$ cat config.mk
export PLATFORM = sky130hd
export DESIGN_NAME = adc_sequencer_control
export DESIGN_NICKNAME = d
export VERILOG_FILES = /design/src/shared/adc_seq_pkg.sv /design/src/rtl/adc_sequencer_control.sv /design/src/rtl/adc_chan_select.sv /design/src/rtl/adc_rate_timer.sv
export SDC_FILE = /design/constraint.sdc
export NUM_CORES = 1
export LEC_CHECK = 0
export ABC_AREA = 1
export BUFFER_PORTS_ARGS = -buffer_cell sky130_fd_sc_hd__buf_2
export CORE_MARGIN = 4
export CORE_UTILIZATION = 37
export DETAILED_ROUTE_END_ITERATION = 7
export GPL_TIMING_DRIVEN = 0
export PLACE_DENSITY_LB_ADDON = 0.2
export SYNTH_ARGS = -nofsm -noshare
export SYNTH_HDL_FRONTEND = slang
export SYNTH_SLANG_ARGS = --single-unit
$ cat constraint.sdc
create_clock -name clk -period 4.48 [get_ports clk]
set_input_delay 0.224 -clock clk [delete_from_list [all_inputs] [get_ports clk]]
set_output_delay 0.224 -clock clk [all_outputs]
set_load 0.1 [all_outputs]
$ cat src/shared/adc_seq_pkg.sv
// Package of constants and types for the converter sequencer control block
package adc_seq_pkg;

  // ****************************************
  // Sizes
  // ****************************************
  localparam int NUM_CH     = 16;  // Input channel count
  localparam int RES_BITS   = 12;  // Result width
  localparam int REG_BITS   = 16;  // Host register width
  localparam int CH_W       = 4;   // Channel index width

  // ****************************************
  // Pair configuration codes
  // ****************************************
  localparam logic [2:0] PAIR_OFF      = 3'h0;  // Both inputs off
  localparam logic [2:0] PAIR_DIFF     = 3'h1;  // Even positive, odd negative
  localparam logic [2:0] PAIR_ODD_SE   = 3'h2;  // Odd input single-ended only
  localparam logic [2:0] PAIR_EVEN_SE  = 3'h3;  // Even input single-ended only
  localparam logic [2:0] PAIR_BOTH_SE  = 3'h4;  // Both single-ended

  // ****************************************
  // Reset values
  // ****************************************
  localparam logic [REG_BITS-1:0] RESULT_RST = 16'h0000;  // Data register default

  // ****************************************
  // Timing
  // ****************************************
  localparam int CLK_MHZ        = 250;  // Clock rate
  localparam int BASE_RATE_KSPS = 500;  // Rate code 00 throughput
  // Cycles per conversion at rate code 00: 250e6 / 500e3
  localparam int BASE_CYCLES    = (CLK_MHZ * 1000) / BASE_RATE_KSPS;
  localparam int CNT_W          = 12;   // Wide enough for 8 x base cycles

  // ****************************************
  // Types
  // ****************************************
  typedef enum logic {
    MODE_DIRECT,
    MODE_AUTO
  } conv_mode_t;

  typedef enum logic {
    REF_INTERNAL,
    REF_EXTERNAL
  } ref_src_t;

endpackage : adc_seq_pkg

$ cat src/rtl/adc_sequencer_control.sv
// Converter sequencer: triggering, scan modes, result registers
// Operation
// - Sixteen single-ended, or two pairs plus twelve
// - Per-channel range: one or two references
// - Only mux-selected channels join the sequence
// - Pair field: off, diff, odd, even, both
// - Start on command, or on a read when idle
// - Rate code sets conversion throughput
// - Direct mode: each channel once, then stop
// - Auto mode: repeat, wrap to first channel
// - Reference source internal or external
// - Finished result goes to channel register
// - Result is twelve-bit unsigned code
// - Sixteen-bit registers; software reset restores defaults
module adc_sequencer_control #(
  parameter int NUM_CH      = adc_seq_pkg::NUM_CH,
  parameter int BASE_CYCLES = adc_seq_pkg::BASE_CYCLES
) (
  // Clock and reset
  input  wire logic        clk,
  input  wire logic        resetn,
  input  wire logic        soft_reset,
  // Configuration
  input  wire logic        diff_mode,
  input  wire logic [2:0]  pair01_cfg,
  input  wire logic [2:0]  pair23_cfg,
  input  wire logic [15:0] mux_sel,
  input  wire logic [15:0] range_x2,
  input  wire logic        ref_external,
  input  wire logic        ref_enable,
  input  wire logic        ref_buf_enable,
  input  wire logic        adc_power,
  input  wire logic        auto_mode,
  input  wire logic [1:0]  rate_code,
  input  wire logic        auto_trigger,
  // Commands
  input  wire logic        start_conv,
  input  wire logic        read_req,
  input  wire logic [3:0]  read_chan,
  // Converter core
  input  wire logic [11:0] core_code,
  output logic [3:0]       core_chan,
  output logic             core_diff,
  output logic             core_range_x2,
  output logic             core_ref_ext,
  output logic             core_sample,
  // Host read
  output logic [15:0]      read_data,
  output logic             read_valid,
  // Status
  output logic             busy
);

  // ****************************************
  // Channel mask
  // ****************************************
  logic [15:0] chan_mask;  // Channels that take part
  logic [1:0]  pair_diff;  // Pairs running differential

  // Mask from mux bits and pair fields
  adc_chan_select u_sel (
    .mux_sel    (mux_sel),
    .pair01_cfg (pair01_cfg),
    .pair23_cfg (pair23_cfg),
    .diff_mode  (diff_mode),
    .chan_mask  (chan_mask),
    .pair_diff  (pair_diff)
  );

  // ****************************************
  // State
  // ****************************************
  typedef enum {
    ST_IDLE,
    ST_CONVERT
  } seq_state_t;

  seq_state_t       state_reg;   // Sequencer state
  seq_state_t       state_next;  // Next state
  logic [3:0]       chan_reg;    // Channel under conversion
  logic [3:0]       chan_next;   // Next channel
  logic [15:0]      data_reg [NUM_CH];   // Result registers
  logic [15:0]      data_next [NUM_CH];  // Next results
  logic [15:0]      rdata_reg;   // Read data
  logic [15:0]      rdata_next;  // Next read data
  logic             rvalid_reg;  // Read answer valid
  logic             rvalid_next; // Next read valid
  logic             slot_done;   // Conversion finished
  logic             ready;       // Analogue blocks powered
  logic             trig;        // Pass trigger

  // Conversions only meaningful once host has enabled all blocks
  assign ready = ref_enable & ref_buf_enable & adc_power;
  // Command start, or automatic start on a read request
  assign trig  = ready & (start_conv | (auto_trigger & read_req));

  // Slot timer at the chosen rate
  adc_rate_timer #(
    .BASE_CYCLES (BASE_CYCLES)
  ) u_tmr (
    .clk       (clk),
    .resetn    (resetn),
    .run       (state_reg == ST_CONVERT && !soft_reset),
    .rate_code (rate_code),
    .slot_done (slot_done)
  );

  // ****************************************
  // Channel search
  // ****************************************

  // First enabled channel at or above a start index
  function automatic logic [4:0] find_from(input logic [15:0] mask,
                                           input logic [4:0]  from);
    logic [4:0] r;
    r = 5'h10;
    for (int i = 15; i >= 0; i--) begin
      if (mask[i] && 5'(i) >= from) begin
        r = 5'(i);
      end
    end
    return r;
  endfunction : find_from

  logic [4:0] first_ch;  // Lowest enabled channel, 16 if none
  logic [4:0] next_ch;   // Next enabled after current, 16 if none

  assign first_ch = find_from(chan_mask, 5'h00);
  assign next_ch  = find_from(chan_mask, {1'b0, chan_reg} + 5'h01);

  // ****************************************
  // Sequencer next state
  // ****************************************

  // Step through the mask, store results, answer reads
  always_comb begin
    state_next  = state_reg;
    chan_next   = chan_reg;
    data_next   = data_reg;
    rdata_next  = rdata_reg;
    rvalid_next = 1'b0;
    core_sample = 1'b0;
    if (soft_reset) begin
      // Software reset restores every default
      state_next = ST_IDLE;
      chan_next  = 4'h0;
      for (int i = 0; i < NUM_CH; i++) begin
        data_next[i] = adc_seq_pkg::RESULT_RST;
      end
      rdata_next = adc_seq_pkg::RESULT_RST;
    end else begin
      case (state_reg)
        ST_IDLE: begin
          // Launch a pass at the first enabled channel
          if (trig && first_ch != 5'h10) begin
            state_next = ST_CONVERT;
            chan_next  = first_ch[3:0];
          end
        end
        ST_CONVERT: begin
          if (slot_done) begin
            core_sample = 1'b1;
            // Zero-extended 12-bit unsigned code into own register
            data_next[chan_reg] = {4'h0, core_code};
            if (next_ch != 5'h10) begin
              chan_next = next_ch[3:0];
            end else if (auto_mode && first_ch != 5'h10 && ready) begin
              // Wrap to first enabled channel
              chan_next = first_ch[3:0];
            end else begin
              // Single pass done
              state_next = ST_IDLE;
            end
          end else if (!ready || first_ch == 5'h10) begin
            // Power removed or nothing enabled: abandon pass
            state_next = ST_IDLE;
          end
        end
        default: state_next = ST_IDLE;
      endcase
      // Registers answer reads one cycle later
      if (read_req) begin
        rdata_next  = data_reg[read_chan];
        rvalid_next = 1'b1;
      end
    end
  end

  // Register sequencer state
  always_ff @(posedge clk) begin
    if (!resetn) begin
      state_reg  <= ST_IDLE;
      chan_reg   <= 4'h0;
      rdata_reg  <= adc_seq_pkg::RESULT_RST;
      rvalid_reg <= 1'b0;
      for (int i = 0; i < NUM_CH; i++) begin
        data_reg[i] <= adc_seq_pkg::RESULT_RST;
      end
    end else begin
      state_reg  <= state_next;
      chan_reg   <= chan_next;
      rdata_reg  <= rdata_next;
      rvalid_reg <= rvalid_next;
      data_reg   <= data_next;
    end
  end

  // ****************************************
  // Outputs
  // ****************************************

  // Core steering follows the current channel
  assign core_chan     = chan_reg;
  // Differential only on even channel of a diff pair
  assign core_diff     = (chan_reg[3:2] == 2'b00) && !chan_reg[0] &&
                         pair_diff[chan_reg[1]];
  assign core_range_x2 = range_x2[chan_reg];
  assign core_ref_ext  = ref_external;
  assign read_data     = rdata_reg;
  assign read_valid    = rvalid_reg;
  assign busy          = (state_reg == ST_CONVERT);

endmodule : adc_sequencer_control

$ cat src/rtl/adc_chan_select.sv
// Effective channel enable mask from mux selects and pair configuration
module adc_chan_select (
  // Configuration
  input  wire logic [15:0] mux_sel,
  input  wire logic [2:0]  pair01_cfg,
  input  wire logic [2:0]  pair23_cfg,
  input  wire logic        diff_mode,
  // Result
  output logic [15:0]      chan_mask,
  output logic [1:0]       pair_diff
);

  // ****************************************
  // Pair decode
  // ****************************************

  // Per pair: which of even/odd converts, and whether differential
  logic [1:0] even_on;  // Even input converts
  logic [1:0] odd_on;   // Odd input converts
  logic [2:0] cfg [2];  // Pair fields as array

  assign cfg[0] = pair01_cfg;
  assign cfg[1] = pair23_cfg;

  // Decode each pair field
  genvar p;
  generate
    for (p = 0; p < 2; p++) begin : g_pair
      always_comb begin
        even_on[p]   = 1'b0;
        odd_on[p]    = 1'b0;
        pair_diff[p] = 1'b0;
        if (!diff_mode) begin
          // All-single-ended arrangement ignores pair fields
          even_on[p] = 1'b1;
          odd_on[p]  = 1'b1;
        end else begin
          case (cfg[p])
            adc_seq_pkg::PAIR_DIFF: begin
              // One result, kept on even channel
              even_on[p]   = 1'b1;
              pair_diff[p] = 1'b1;
            end
            adc_seq_pkg::PAIR_ODD_SE:  odd_on[p] = 1'b1;
            adc_seq_pkg::PAIR_EVEN_SE: even_on[p] = 1'b1;
            adc_seq_pkg::PAIR_BOTH_SE: begin
              even_on[p] = 1'b1;
              odd_on[p]  = 1'b1;
            end
            default: begin
              // Off and unused codes convert nothing
              even_on[p] = 1'b0;
            end
          endcase
        end
      end
    end
  endgenerate

  // ****************************************
  // Final mask
  // ****************************************

  // Channel joins sequence only if its mux bit is set
  always_comb begin
    chan_mask = mux_sel;
    chan_mask[0] = mux_sel[0] & even_on[0];
    chan_mask[1] = mux_sel[1] & odd_on[0];
    chan_mask[2] = mux_sel[2] & even_on[1];
    chan_mask[3] = mux_sel[3] & odd_on[1];
  end

endmodule : adc_chan_select

$ cat src/rtl/adc_rate_timer.sv
// Conversion slot timer: one pulse per conversion at the selected rate
module adc_rate_timer #(
  parameter int BASE_CYCLES = adc_seq_pkg::BASE_CYCLES
) (
  // Clock and reset
  input  wire logic       clk,
  input  wire logic       resetn,
  // Control
  input  wire logic       run,
  input  wire logic [1:0] rate_code,
  // Status
  output logic            slot_done
);

  // ****************************************
  // Slot length
  // ****************************************

  // Code n doubles the period n times: 500/250/125/62.5 kSPS
  logic [adc_seq_pkg::CNT_W-1:0] slot_len;  // Cycles per slot
  assign slot_len = adc_seq_pkg::CNT_W'(BASE_CYCLES << rate_code);

  // ****************************************
  // Counter
  // ****************************************
  logic [adc_seq_pkg::CNT_W-1:0] cnt_reg;   // Cycles elapsed in slot
  logic [adc_seq_pkg::CNT_W-1:0] cnt_next;  // Next count

  // Count while running, restart when idle or at slot end
  always_comb begin
    cnt_next  = '0;
    slot_done = 1'b0;
    if (run) begin
      if (cnt_reg == slot_len - adc_seq_pkg::CNT_W'(1)) begin
        slot_done = 1'b1;
      end else begin
        cnt_next = cnt_reg + adc_seq_pkg::CNT_W'(1);
      end
    end
  end

  // Register the count
  always_ff @(posedge clk) begin
    if (!resetn) begin
      cnt_reg <= '0;
    end else begin
      cnt_reg <= cnt_next;
    end
  end

endmodule : adc_rate_timer

======== Word-level counts from Yosys, hierarchy flattened ========
Index checks and enable logic that the tools add are counted.
word-level totals
  register bits after elaboration ......... 321
  output and inout bits ................... 26
  input bits .............................. 68
  logic and storage cells ................. 189
cells by class
  shift-type cells ........................ 1
  reduce and logical (&&, ||, !) cells .... 39
  equal/unequal tests ..................... 20
  muxes and demuxes ....................... 71
  add/subtract/negate cells ............... 3
  bitwise operators ....................... 13
  magnitude comparators ................... 21
operator list
  cell                                                                    number
  256-bit bitwise mux                                                     1
  32-bit 2-to-1 mux                                                       5
  5-bit 2-to-1 mux                                                        32
  16-bit binary-select mux with 4-bit select                              1
  16-bit demux with 4-bit select                                          1
  32-bit case mux with 2 select lines                                     1
  16-bit 2-to-1 mux                                                       3
  4-bit by 5-bit >= comparator with 1-bit output, first input constant    8
  32-bit by 1-bit equality test with 1-bit output, second input constant  1
  32-bit by 2-bit equality test with 1-bit output, second input constant  1
  32-bit zero test                                                        1
  1-bit logical AND                                                       23
  1-bit 2-to-1 mux                                                        21
  3-bit by 5-bit >= comparator with 1-bit output, first input constant    4
  4-bit 2-to-1 mux                                                        4
  12-bit by 1-bit adder with 12-bit output, second input constant         1
  12-bit equality test                                                    1
  3-bit by 2-bit equality test with 1-bit output, second input constant   4
  3-bit != test, second input constant                                    4
  9-bit by 2-bit left shift with 12-bit output, first input constant      1
  12-bit by 1-bit subtractor with 12-bit output, second input constant    1
  1-bit by 5-bit >= comparator with 1-bit output, first input constant    2
  2-bit by 5-bit >= comparator with 1-bit output, first input constant    2
  5-bit >= comparator, second input constant                              2
  23 further kinds                                                        43

======== Longest topological paths before layout ========
Gate-level depths: netlist (run 1).
  word-level depth ........................ 23
  depth in mapped cells ................... 25
  gate-level depth less buffers ........... 25

======== Modules after synthesis ========
A second synthesis (run 1) with hierarchy kept.
second synthesis, totals
  cells, all modules ...................... 1659
  area, all modules ....................... 10971.8 um^2
by module, submodules not included
  module                 times used  seq. area each (um^2)  area each (um^2)  cells an instance
  adc_sequencer_control  1           4204.0                 9977.1            1499
  adc_rate_timer         1           240.2                  790.8             125
  adc_chan_select        1           0.0                    203.9             35

======== Least setup slack after synthesis (run 1) ========
Ideal clock, no wire load.
  kind .................................... flip-flop to flip-flop
  start ................................... register chan_reg[0], in the netlist core_chan[0]
  end ..................................... register chan_reg[3], in the netlist core_chan[3]
  period minus slack after synthesis ...... 3.183 ns
  slack ................................... 1.297 ns
  data required time ...................... 4.360 ns
  path buffers ............................ 1
  cell stages (with the launch flop) ...... 17
  arrival ................................. 3.064 ns
  library setup time ...................... 0.120 ns
  cell sequence ........................... dfxtp_1 inv_1 clkbuf_1 ha_1 nand3b_1 nor2_1 nand2_1 nand2_1 a21boi_1 nor3_2 nand2_1 nor3_2 nand3_1 nand3_2 inv_2 o21ai_1 a21oi_1
on the way
  word-level cells in the longest chain between the ends .. 23
  elaborated cells on any way between the ends .. 55
  those cells by class .................... add/sub: 1; order compare: 16; eq/ne: 2; mux: 19; reduce/logical: 17
RTL lines
  item                                            RTL line                      source
  start: declaration                              adc_sequencer_control.sv:80   logic [3:0] chan_reg;
  start signal: assignment                        adc_sequencer_control.sv:201  chan_reg <= chan_next;
  4-bit by 1-bit adder with 5-bit output *        adc_sequencer_control.sv:129  assign next_ch = find_from(chan_mask, {1'b0, chan_reg} + 5'h01);
  4-bit by 5-bit >= comparator with 1-bit output  adc_sequencer_control.sv:118  if (mask[i] && 5'(i) >= from) begin
  1-bit logical AND                               adc_sequencer_control.sv:118
  5-bit 2-to-1 mux (15 in series)                 adc_sequencer_control.sv:118
  5-bit 2-to-1 mux *                              adc_sequencer_control.sv:118
  5-bit != test                                   adc_sequencer_control.sv:165  if (next_ch != 5'h10) begin
  4-bit 2-to-1 mux                                adc_sequencer_control.sv:165
  4-bit 2-to-1 mux                                adc_sequencer_control.sv:161  if (slot_done) begin
  4-bit case mux with 2 select lines              adc_sequencer_control.sv:152  case (state_reg)
Mark *: on every way between the ends. The rest lies on a longest branch, timed or not. The select of a mux whose other input is x is not followed.
A chain may end at the register's enable or synchronous reset.

======== Final worst setup path (run 1) ========
Ends and elaborated chain as after synthesis.

==> results.json, run 1 <==
{
  "async_reset_ff_share_pct": 0,
  "crit_fanout": 11,
  "die_y_um": 176.0,
  "crit_path_start_kind": "flop",
  "hold_buffers": 0,
  "place_area_mm2": 0.01135,
  "r2r_start": "core_chan[0]",
  "h-tree-depth": 1,
  "tns_ns": 0,
  "grt_max_degree": 14,
  "clk_path_buf_depth": 3,
  "setup_viol": 0,
  "drtIter0Drc": 1103,
  "path_class": "reg2reg",
  "grt_pass1_vias": 10157,
  "io_buffers": 85,
  "synth_seq_cells": 222,
  "cts.clk_slew.worst_paths_ns": 0.06,
  "cts_buffers": 25,
  "cts_tree": "yes",
  "r2r-end": "core_chan[3]",
  "synth.top_cell.area_share_pct": 42.55,
  "synth_top_cell_by_area": "dfxtp_1",
  "final_util_pct": 43.83,
  "synthFlopType": "dfxtp_1",
  "yosysWarningCount": 0,
  "first_pass_iters": 6,
  "min_period_ns": 2.998,
  "final_layout_size_suffix_gt1_share_pct": 13.12,
  "cap_violations": 0,
  "p_per_area_mw_per_mm2": 372.1,
  "ys_seq_area_share_pct": 42.55,
  "skew_ns": 0.01404,
  "startpoint": "core_chan[0]",
  "worstSetupEndpointType": "flop",
  "synth.cell_area_mm2": 0.01044,
  "max-vdd-ir-drop_mv": 0.2395,
  "reg2reg_depth": 16,
  "setup_ws_ns": 1.482,
  "yosysUniqueCellTypes": 46,
  "antenna_found_initial": 2,
  "n_antenna_cell": 0,
  "rsz0062_at_grt": "no",
  "root_buffer": "clkbuf_16",
  "tightest_slew_ns": 0.8842,
  "ant_nets": 0,
  "hpwl_mm": 28.67,
  "yosysMostFrequentCell": "o21ai_0",
  "crit_required_ns": 4.89,
  "outcome": "completed",
  "remaining_drc_errors": 0,
  "cts_sinks": 222,
  "vias": 10847,
  "wl_mm": 39.39,
  "fin_area_mm2": 0.01218,
  "hold_path.class": "in2reg",
  "std_cell_rows": 61,
  "critPathArrivalTime_ns": 3.41,
  "grt_pass1_wl_mm": 59.33,
  "die_area_mm2": 0.03098,
  "core-area_mm2": 0.02778,
  "dr_wl_met3_mm": 3.526,
  "critical_path.endpoint": "core_chan[3]",
  "hold_violations": 0,
  "slew_headroom_pct": 41.06,
  "pre_cts_slack_ns": 1.522,
  "routed-wl-met2_mm": 17.54,
  "reg2reg_slack_ns": 1.48,
  "area_delta_synth_final_pct": 16.58,
  "synth_commonest_cells": "o21ai_0, dfxtp_1, a21oi_1",
  "nNetsFinal": 1616,
  "gp_congestion": 0.9825,
  "io_pins": 94,
  "die_w_um": 176.0,
  "start_util_pct": 37.59,
  "cts_resized": 0,
  "leakage_nw": 5.027,
  "wl_per_cell_um": 20.38,
  "postCtsSetupBuffers": 0,
  "final_max_slew_viol_count": 0,
  "fmax_ghz": 0.3336,
  "syn_avg_cell_area_um2": 7.344,
  "post_drt_via_cell_ratio": 5.611,
  "wl_met1_mm": 16.72,
  "grt_overflow_total": 0,
  "largest_reg_flops": 192,
  "period_share_pct": 66.91,
  "insertion_delay_ns": 0.52,
  "top_layer_used": "met5",
  "synthTopCellsByArea": "dfxtp_1, o21ai_0, a21oi_1",
  "synth_edf_count": 0,
  "grt_usage_pct": 24.50,
  "syn_inst": 1422
}
[cells by family (layout without fill, tap and decap cells)]
family | Yosys count | count (layout) | synth area share, %
compound gates | 611 | 611 | 31.39
xor+xnor | 5 | 5 | 0.4194
fa+ha+maj | 11 | 11 | 1.318
buf+inv | 211 | 341 | 8.314
flops | 222 | 222 | 42.55
other cells | 1 | 4 | 0.03591
simple gates | 361 | 361 | 15.97
[how the worst min path moves through the flow]
stage                           startpoint               end  cells past startpoint
after global placement    u_tmr.cnt_reg[0]  u_tmr.cnt_reg[0]                      1
after floorplan                     resetn  u_tmr.cnt_reg[7]                      2
after detailed placement  u_tmr.cnt_reg[0]  u_tmr.cnt_reg[0]                      1
after global routing                resetn  u_tmr.cnt_reg[7]                      3
final                               resetn  u_tmr.cnt_reg[7]                      3
after CTS                           resetn  u_tmr.cnt_reg[7]                      3
[metal layers]
| layer | vias to the layer above | track usage, % |
|---|---|---|
| met5 | - | 0 |
| met4 | 2 | 8.902 |
| met3 | 96 | 4.968 |
| met2 | 477 | 38.68 |
| met1 | 5092 | 33.39 |
| li1 | 5180 | - |
[area by class of cell]
class	instances	area (µm²)
Clock buffer	37	720.7
Buffer	119	521.8
Sequential cell	222	4444
Tap cell	378	473.0
Fill cell	2911	15610
Timing Repair Buffer	85	425.4
Clock inverter	8	101.3
Multi-Input combinational cell	992	5142
Inverter	92	346.6
[worst max-delay path, stage by stage, from the launching register on]
cell and delay (ns):
dfxtp_1 0.48, inv_1 0.14, clkbuf_1 0.27, ha_1 0.40, nand3b_1 0.11, nor2_1 0.19
nand2_1 0.08, nand2_1 0.08, a21boi_1 0.09, nor3_2 0.27, nand2_1 0.13, nor3_2 0.14
nand3_1 0.13, nand3_2 0.15, inv_2 0.07, o21ai_1 0.12, a21oi_1 0.05
[placed cells by master, fill, tap and decap left out, types with 11 or more instances in the layout]
master	count
nand2_1	86
o21ai_0	290
ha_1	11
o21ai_1	25
buf_2	114
o211ai_1	14
dfxtp_1	222
o22ai_1	29
nor3_1	17
clkbuf_1	85
clkbuf_16	25
a21oi_1	210
inv_1	84
nand3_1	42
nor2_4	15
nor2_1	165
o221ai_1	24
[per-stage QoR]
stage	total power, mW	cells	hold WS [ns]
after global routing	4.661	1933	0.04393
after floorplan	2.329	1425	0.4174
after global placement	2.500	1888	0.4480
after detailed placement	2.501	1888	0.4553
after CTS	4.534	1933	0.01763
final	4.531	1933	0.02190
[where the power goes]
part           internal, mW  total (mW)  switching [mW]
Combinational         0.119       0.486           0.367
Sequential             1.98        1.98         0.00406
Clock                  1.23        2.06           0.831
Total                  3.33        4.53            1.20
Note: power is estimated with default switching activity, not from simulation.
==> inputs of run 2 (changes only) <==
Clock period 4.48 ns to 3.1 ns, I/O delays scaled along.
==> results.json, run 2 (synthesis gave the netlist of run 1 again) <==
{
  "outcome": "completed",
  "remaining_drc_errors": 0,
  "p_int_mw": 4.833,
  "final_common_cell": "o21ai_0",
  "max-vdd-ir-drop_mv": 0.3821,
  "p_sw_share_pct": 26.71,
  "nNetsFinal": 1621,
  "wl_per_cell_um": 19.63,
  "die_w_um": 176.0,
  "std_cell_rows": 61,
  "clk_path_buf_depth": 3,
  "grt_pass1_vias": 10105,
  "cts_sinks": 222,
  "io_buffers": 85,
  "grt_overflow_total": 0,
  "vias": 10746,
  "pre_cts_slack_ns": 0.2463,
  "path_class": "reg2reg",
  "path_cells": "buf_4, inv_1, ha_1, nand3b_1, nor2_2, nand2_1, nand2_1, a21boi_1, nor3_2, nand2_1, nor3_2, nand3_1, nand3_2, inv_2, o21ai_1, a21oi_1",
  "combPwrFrac_pct": 10.6,
  "tightest_slew_ns": 0.8471,
  "power_frac_seq_pct": 43.5,
  "r2r-end": "core_chan[3]",
  "min_to": "data_reg[9]",
  "grt_max_degree": 14,
  "worstSetupEndpointType": "flop",
  "hold_path.class": "in2reg",
  "crit_path_start_kind": "flop",
  "ant_nets": 0,
  "final_max_slew_viol_count": 0,
  "cp_top_family": "simple AND/OR/NAND/NOR gates",
  "p_per_area_mw_per_mm2": 538.9,
  "hpwl_mm": 27.76,
  "setup_ws_ns": 0.2427,
  "switchingPower_mw": 1.761,
  "root_buffer": "clkbuf_16",
  "io_pins": 94,
  "n_antenna_cell": 0,
  "cap_violations": 0,
  "slew_headroom_pct": 42.81,
  "period_share_pct": 92.17,
  "crit_fanout": 10,
  "r2r_start": "core_chan[1]",
  "post_drt_via_cell_ratio": 5.548,
  "skew_ns": 0.01304,
  "grt_usage_pct": 23.96,
  "min_period_ns": 2.857,
  "drtIter0Drc": 1183,
  "cts_buffers": 25,
  "final_cell_mix": "o21ai_0, dfxtp_1, a21oi_1",
  "gp_congestion": 0.9697,
  "critical_path_buf_inv_count": 3,
  "core-area_mm2": 0.02778,
  "largest_reg_flops": 192,
  "min_from": "core_code[9]",
  "die_area_mm2": 0.03098,
  "postCtsSetupBuffers": 0,
  "start_util_pct": 37.59,
  "grt_pass1_wl_mm": 58.75,
  "path_common_cell": "nand2_1",
  "instances_no_fill": 1937,
  "area_delta_synth_final_pct": 17.17,
  "antenna_found_initial": 0,
  "final_layout_size_suffix_gt1_share_pct": 13.41,
  "leakage_nw": 5.054,
  "reg2reg_slack_ns": 0.24,
  "critPathArrivalTime_ns": 3.28,
  "setup_viol": 0,
  "crit_path_max_incr_delay_ns": 0.38,
  "worstHoldPathCells": 3,
  "cts.clk_slew.worst_paths_ns": 0.06,
  "die_y_um": 176.0,
  "h-tree-depth": 1,
  "wl_mm": 38.01,
  "insertion_delay_ns": 0.53,
  "first_pass_iters": 5,
  "cts_tree": "yes",
  "fmax_ghz": 0.3500,
  "clockPowerShare_pct": 45.9,
  "hold_violations": 0,
  "reg2reg_depth": 16,
  "crit_path_top_delay_cell": "dfxtp_2",
  "crit_required_ns": 3.52,
  "place_inst": 1888
}
-- run 2: changes by cell type in the layout (fill, tap and decap cells not counted), sizes merged --
cell         change
inv              +1
clkinv           -1
dlygate4sd3      +5
buf              +1
clkbuf           -2
-- run 2: through the flow --
step	power, mW	hold slack (ns)	instance area [µm²]	utilization (%)	TNS, ns
after CTS	6.596	0.003153	12230	44.03	0
final	6.594	0.01315	12240	44.05	0
after floorplan	3.366	0.3484	10460	-	0
after detailed placement	3.608	0.4604	11350	40.87	0
after global routing	6.788	0.04414	12240	44.05	-0.006840
after global placement	3.608	0.4449	11350	40.87	0
-- run 2: per-layer routing --
metal | wire length (µm) | GRT usage (%)
met2 | 16980 | 37.84
met5 | 0 | 0
met4 | 1201 | 7.375
met3 | 3172 | 4.240
met1 | 16660 | 33.55
-- run 2: layout make-up --
cell class | count | area (µm²)
inverter | 92 | 346.6
multi-input combinational | 992 | 5145
tap | 378 | 473.0
fill | 2895 | 15540
sequential | 222 | 4447
clock inverter | 8 | 100.1
buffer | 119 | 523.0
timing repair buffer | 90 | 475.5
clock buffer | 36 | 726.9
-- run 2: power by group through the flow --
stage          clock network (mW)  registers, mW  logic (mW)
2_1_floorplan                   0           2.99       0.373
5_1_grt                      3.17           2.87       0.751
4_1_cts                      3.05           2.87       0.683
3_5_place_dp                    0           2.93       0.677
6_report                     3.03           2.87       0.700
3_3_place_gp                    0           2.93       0.677
-- run 2: worst max-delay path by stage --
| stage | start | to | slack (ns) | cells past startpoint |
|---|---|---|---|---|
| 6_report | core_chan[1] | core_chan[3] | 0.24 | 16 |
| 5_1_grt | core_chan[1] | core_chan[3] | -0.007 | 16 |
| 4_1_cts | core_chan[0] | core_chan[3] | 0.22 | 16 |
| 3_5_place_dp | core_chan[0] | core_chan[3] | 0.25 | 16 |
| 3_3_place_gp | core_chan[0] | core_chan[3] | 0.28 | 16 |
| 2_1_floorplan | core_chan[1] | core_chan[3] | 0.03 | 16 |
-- run 2: worst min-delay path: stages --
cell and delay [ns]:
buf_2 0.07, inv_1 0.13, a21oi_1 0.15
-- run 2: repair_timing --
action | 4_1_cts | 5_1_grt
hold endpoints to repair | 7 | 0
resized for setup | 0 | 5
endpoints found under the setup margin | 0 | 4
hold buffers | 5 | 0
==> inputs of run 3 (changes only) <==
Settings changed: CORE_ASPECT_RATIO set to 2.
Clock period 3.1 ns to 3.5 ns, I/O delays scaled along.
==> results.json, run 3 (synthesis gave the netlist of run 1 again) <==
{
  "grt_pass1_wl_mm": 62.91,
  "tns_ns": 0,
  "grt_usage_pct": 26.73,
  "die_area_mm2": 0.03114,
  "h-tree-depth": 1,
  "vias": 10865,
  "start_util_pct": 37.77,
  "first_pass_iters": 6,
  "final_layout_size_suffix_gt1_share_pct": 13.17,
  "insertion_delay_ns": 0.53,
  "grt_pass1_vias": 10465,
  "wl_mm": 43.10,
  "ant_nets": 0,
  "clk_path_buf_depth": 3,
  "core-area_mm2": 0.02765,
  "cts_sinks": 222,
  "fmax_ghz": 0.3314,
  "critPathArrivalTime_ns": 3.44,
  "crit_path_start_kind": "flop",
  "n_antenna_cell": 0,
  "tightest_slew_ns": 1.110,
  "final_cell_mix": "o21ai_0, dfxtp_1, a21oi_1",
  "cts.clk_slew.worst_paths_ns": 0.07,
  "root_buffer": "clkbuf_16",
  "cts_resized": 0,
  "r2r-end": "core_chan[1]",
  "reg2reg_slack_ns": 0.48,
  "remaining_drc_errors": 0,
  "setup_viol": 0,
  "final_common_cell": "o21ai_0",
  "io_buffers": 85,
  "io_pins": 94,
  "area_delta_synth_final_pct": 15.30,
  "rsz0062_at_grt": "no",
  "r2r_start": "core_chan[0]",
  "std_cell_rows": 86,
  "n_fill_cell": 2855,
  "slew_headroom_pct": 25.05,
  "die_w_um": 126.8,
  "reg2reg_depth": 19,
  "antenna_found_initial": 0,
  "worstHoldPathCells": 3,
  "max-vdd-ir-drop_mv": 0.2792,
  "hold_path.class": "in2reg",
  "hpwl_mm": 33.09,
  "crit_fanout": 11,
  "skew_ns": 0.01923,
  "nNetsFinal": 1613,
  "period_share_pct": 86.22,
  "gp_congestion": 1.002,
  "leakage_nw": 4.957,
  "grt_max_degree": 18,
  "cts_buffers": 21,
  "largest_reg_flops": 192,
  "drtIter0Drc": 899,
  "post_drt_via_cell_ratio": 5.715,
  "instances_no_fill": 1901,
  "cts_tree": "yes",
  "startpoint": "core_chan[0]",
  "wl_per_cell_um": 22.67,
  "p_per_area_mw_per_mm2": 465.4,
  "outcome": "completed",
  "min_from": "core_code[10]",
  "grt_overflow_total": 0,
  "place_inst": 1862,
  "min_period_ns": 3.018,
  "die_y_um": 245.6,
  "cap_violations": 0,
  "min_to": "data_reg[10]",
  "final_max_slew_viol_count": 0,
  "crit_required_ns": 3.92,
  "path_class": "reg2reg",
  "worstSetupEndpointType": "flop",
  "hold_violations": 0
}
[run 3: timing repair]
item                                    CTS  global route
hold buffers                              1             0
setup buffers                             0             0
endpoints found under the hold margin     2             0
endpoints found under the setup margin    0             0
[run 3: worst max path at each step]
stage | cells after the start | slack, ns | end
finish | 19 | 0.48 | core_chan[1]
global route | 19 | 0.15 | core_chan[1]
CTS | 19 | 0.49 | core_chan[1]
detailed placement | 19 | 0.50 | core_chan[1]
floorplan | 16 | 0.32 | core_chan[3]
global placement | 19 | 0.54 | core_chan[1]
[run 3: layout make-up]
type                            instances  area, µm²  share of cell area (%)
Clock inverter                         17      185.2                   1.538
Tap cell                              352      440.4                   3.658
Clock buffer                           21      525.5                   4.364
Sequential cell                       222       4444                   36.91
Buffer                                119      521.8                   4.333
Inverter                               92      346.6                   2.878
Multi-Input combinational cell        992       5142                   42.71
Timing Repair Buffer                   86      435.4                   3.616
[run 3: through the flow]
stage / util, % / hold slack (ns) / area, µm² / setup slack, ns / power (mW)
final: 43.54 / 0.01333 / 12040 / 0.4822 / 5.605
after global routing: 43.54 / 0.04005 / 12040 / 0.1519 / 5.734
after CTS: 43.54 / 0.009174 / 12040 / 0.4868 / 5.606
after detailed placement: 40.94 / 0.4559 / 11320 / 0.5011 / 3.227
after global placement: 40.94 / 0.4402 / 11320 / 0.5377 / 3.226
after floorplan: - / 0.3684 / 10460 / 0.3166 / 2.981
[run 3: worst max-delay path, stage by stage (launching register included)]
cell and delay [ns]:
dfxtp_1 0.39, inv_1 0.15, clkbuf_1 0.39, ha_1 0.34, nor2_1 0.26, nand2_1 0.09
inv_1 0.07, nand2_1 0.05, a21oi_1 0.14, o21ai_1 0.09, nand2_1 0.11, nor2_2 0.06
nand2_1 0.09, nor3_2 0.05, nand3_1 0.11, nand3_2 0.17, inv_2 0.16, nand3_1 0.09
nand2_1 0.07, inv_1 0.03
[run 3: power by group]
group | switching, mW | internal (mW)
clock | 1.08 | 1.34
sequential | 0.00575 | 2.53
combinational | 0.494 | 0.153
[run 3: layer usage]
metal	wire length, µm	track usage [%]	up-vias	share of wire, %
met5	0	0	-	0
met4	4593	24.10	0	11
met3	1902	2.261	163	4.4
met2	22180	49.08	469	51
met1	14420	25.92	5062	33
li1	-	-	5171	-
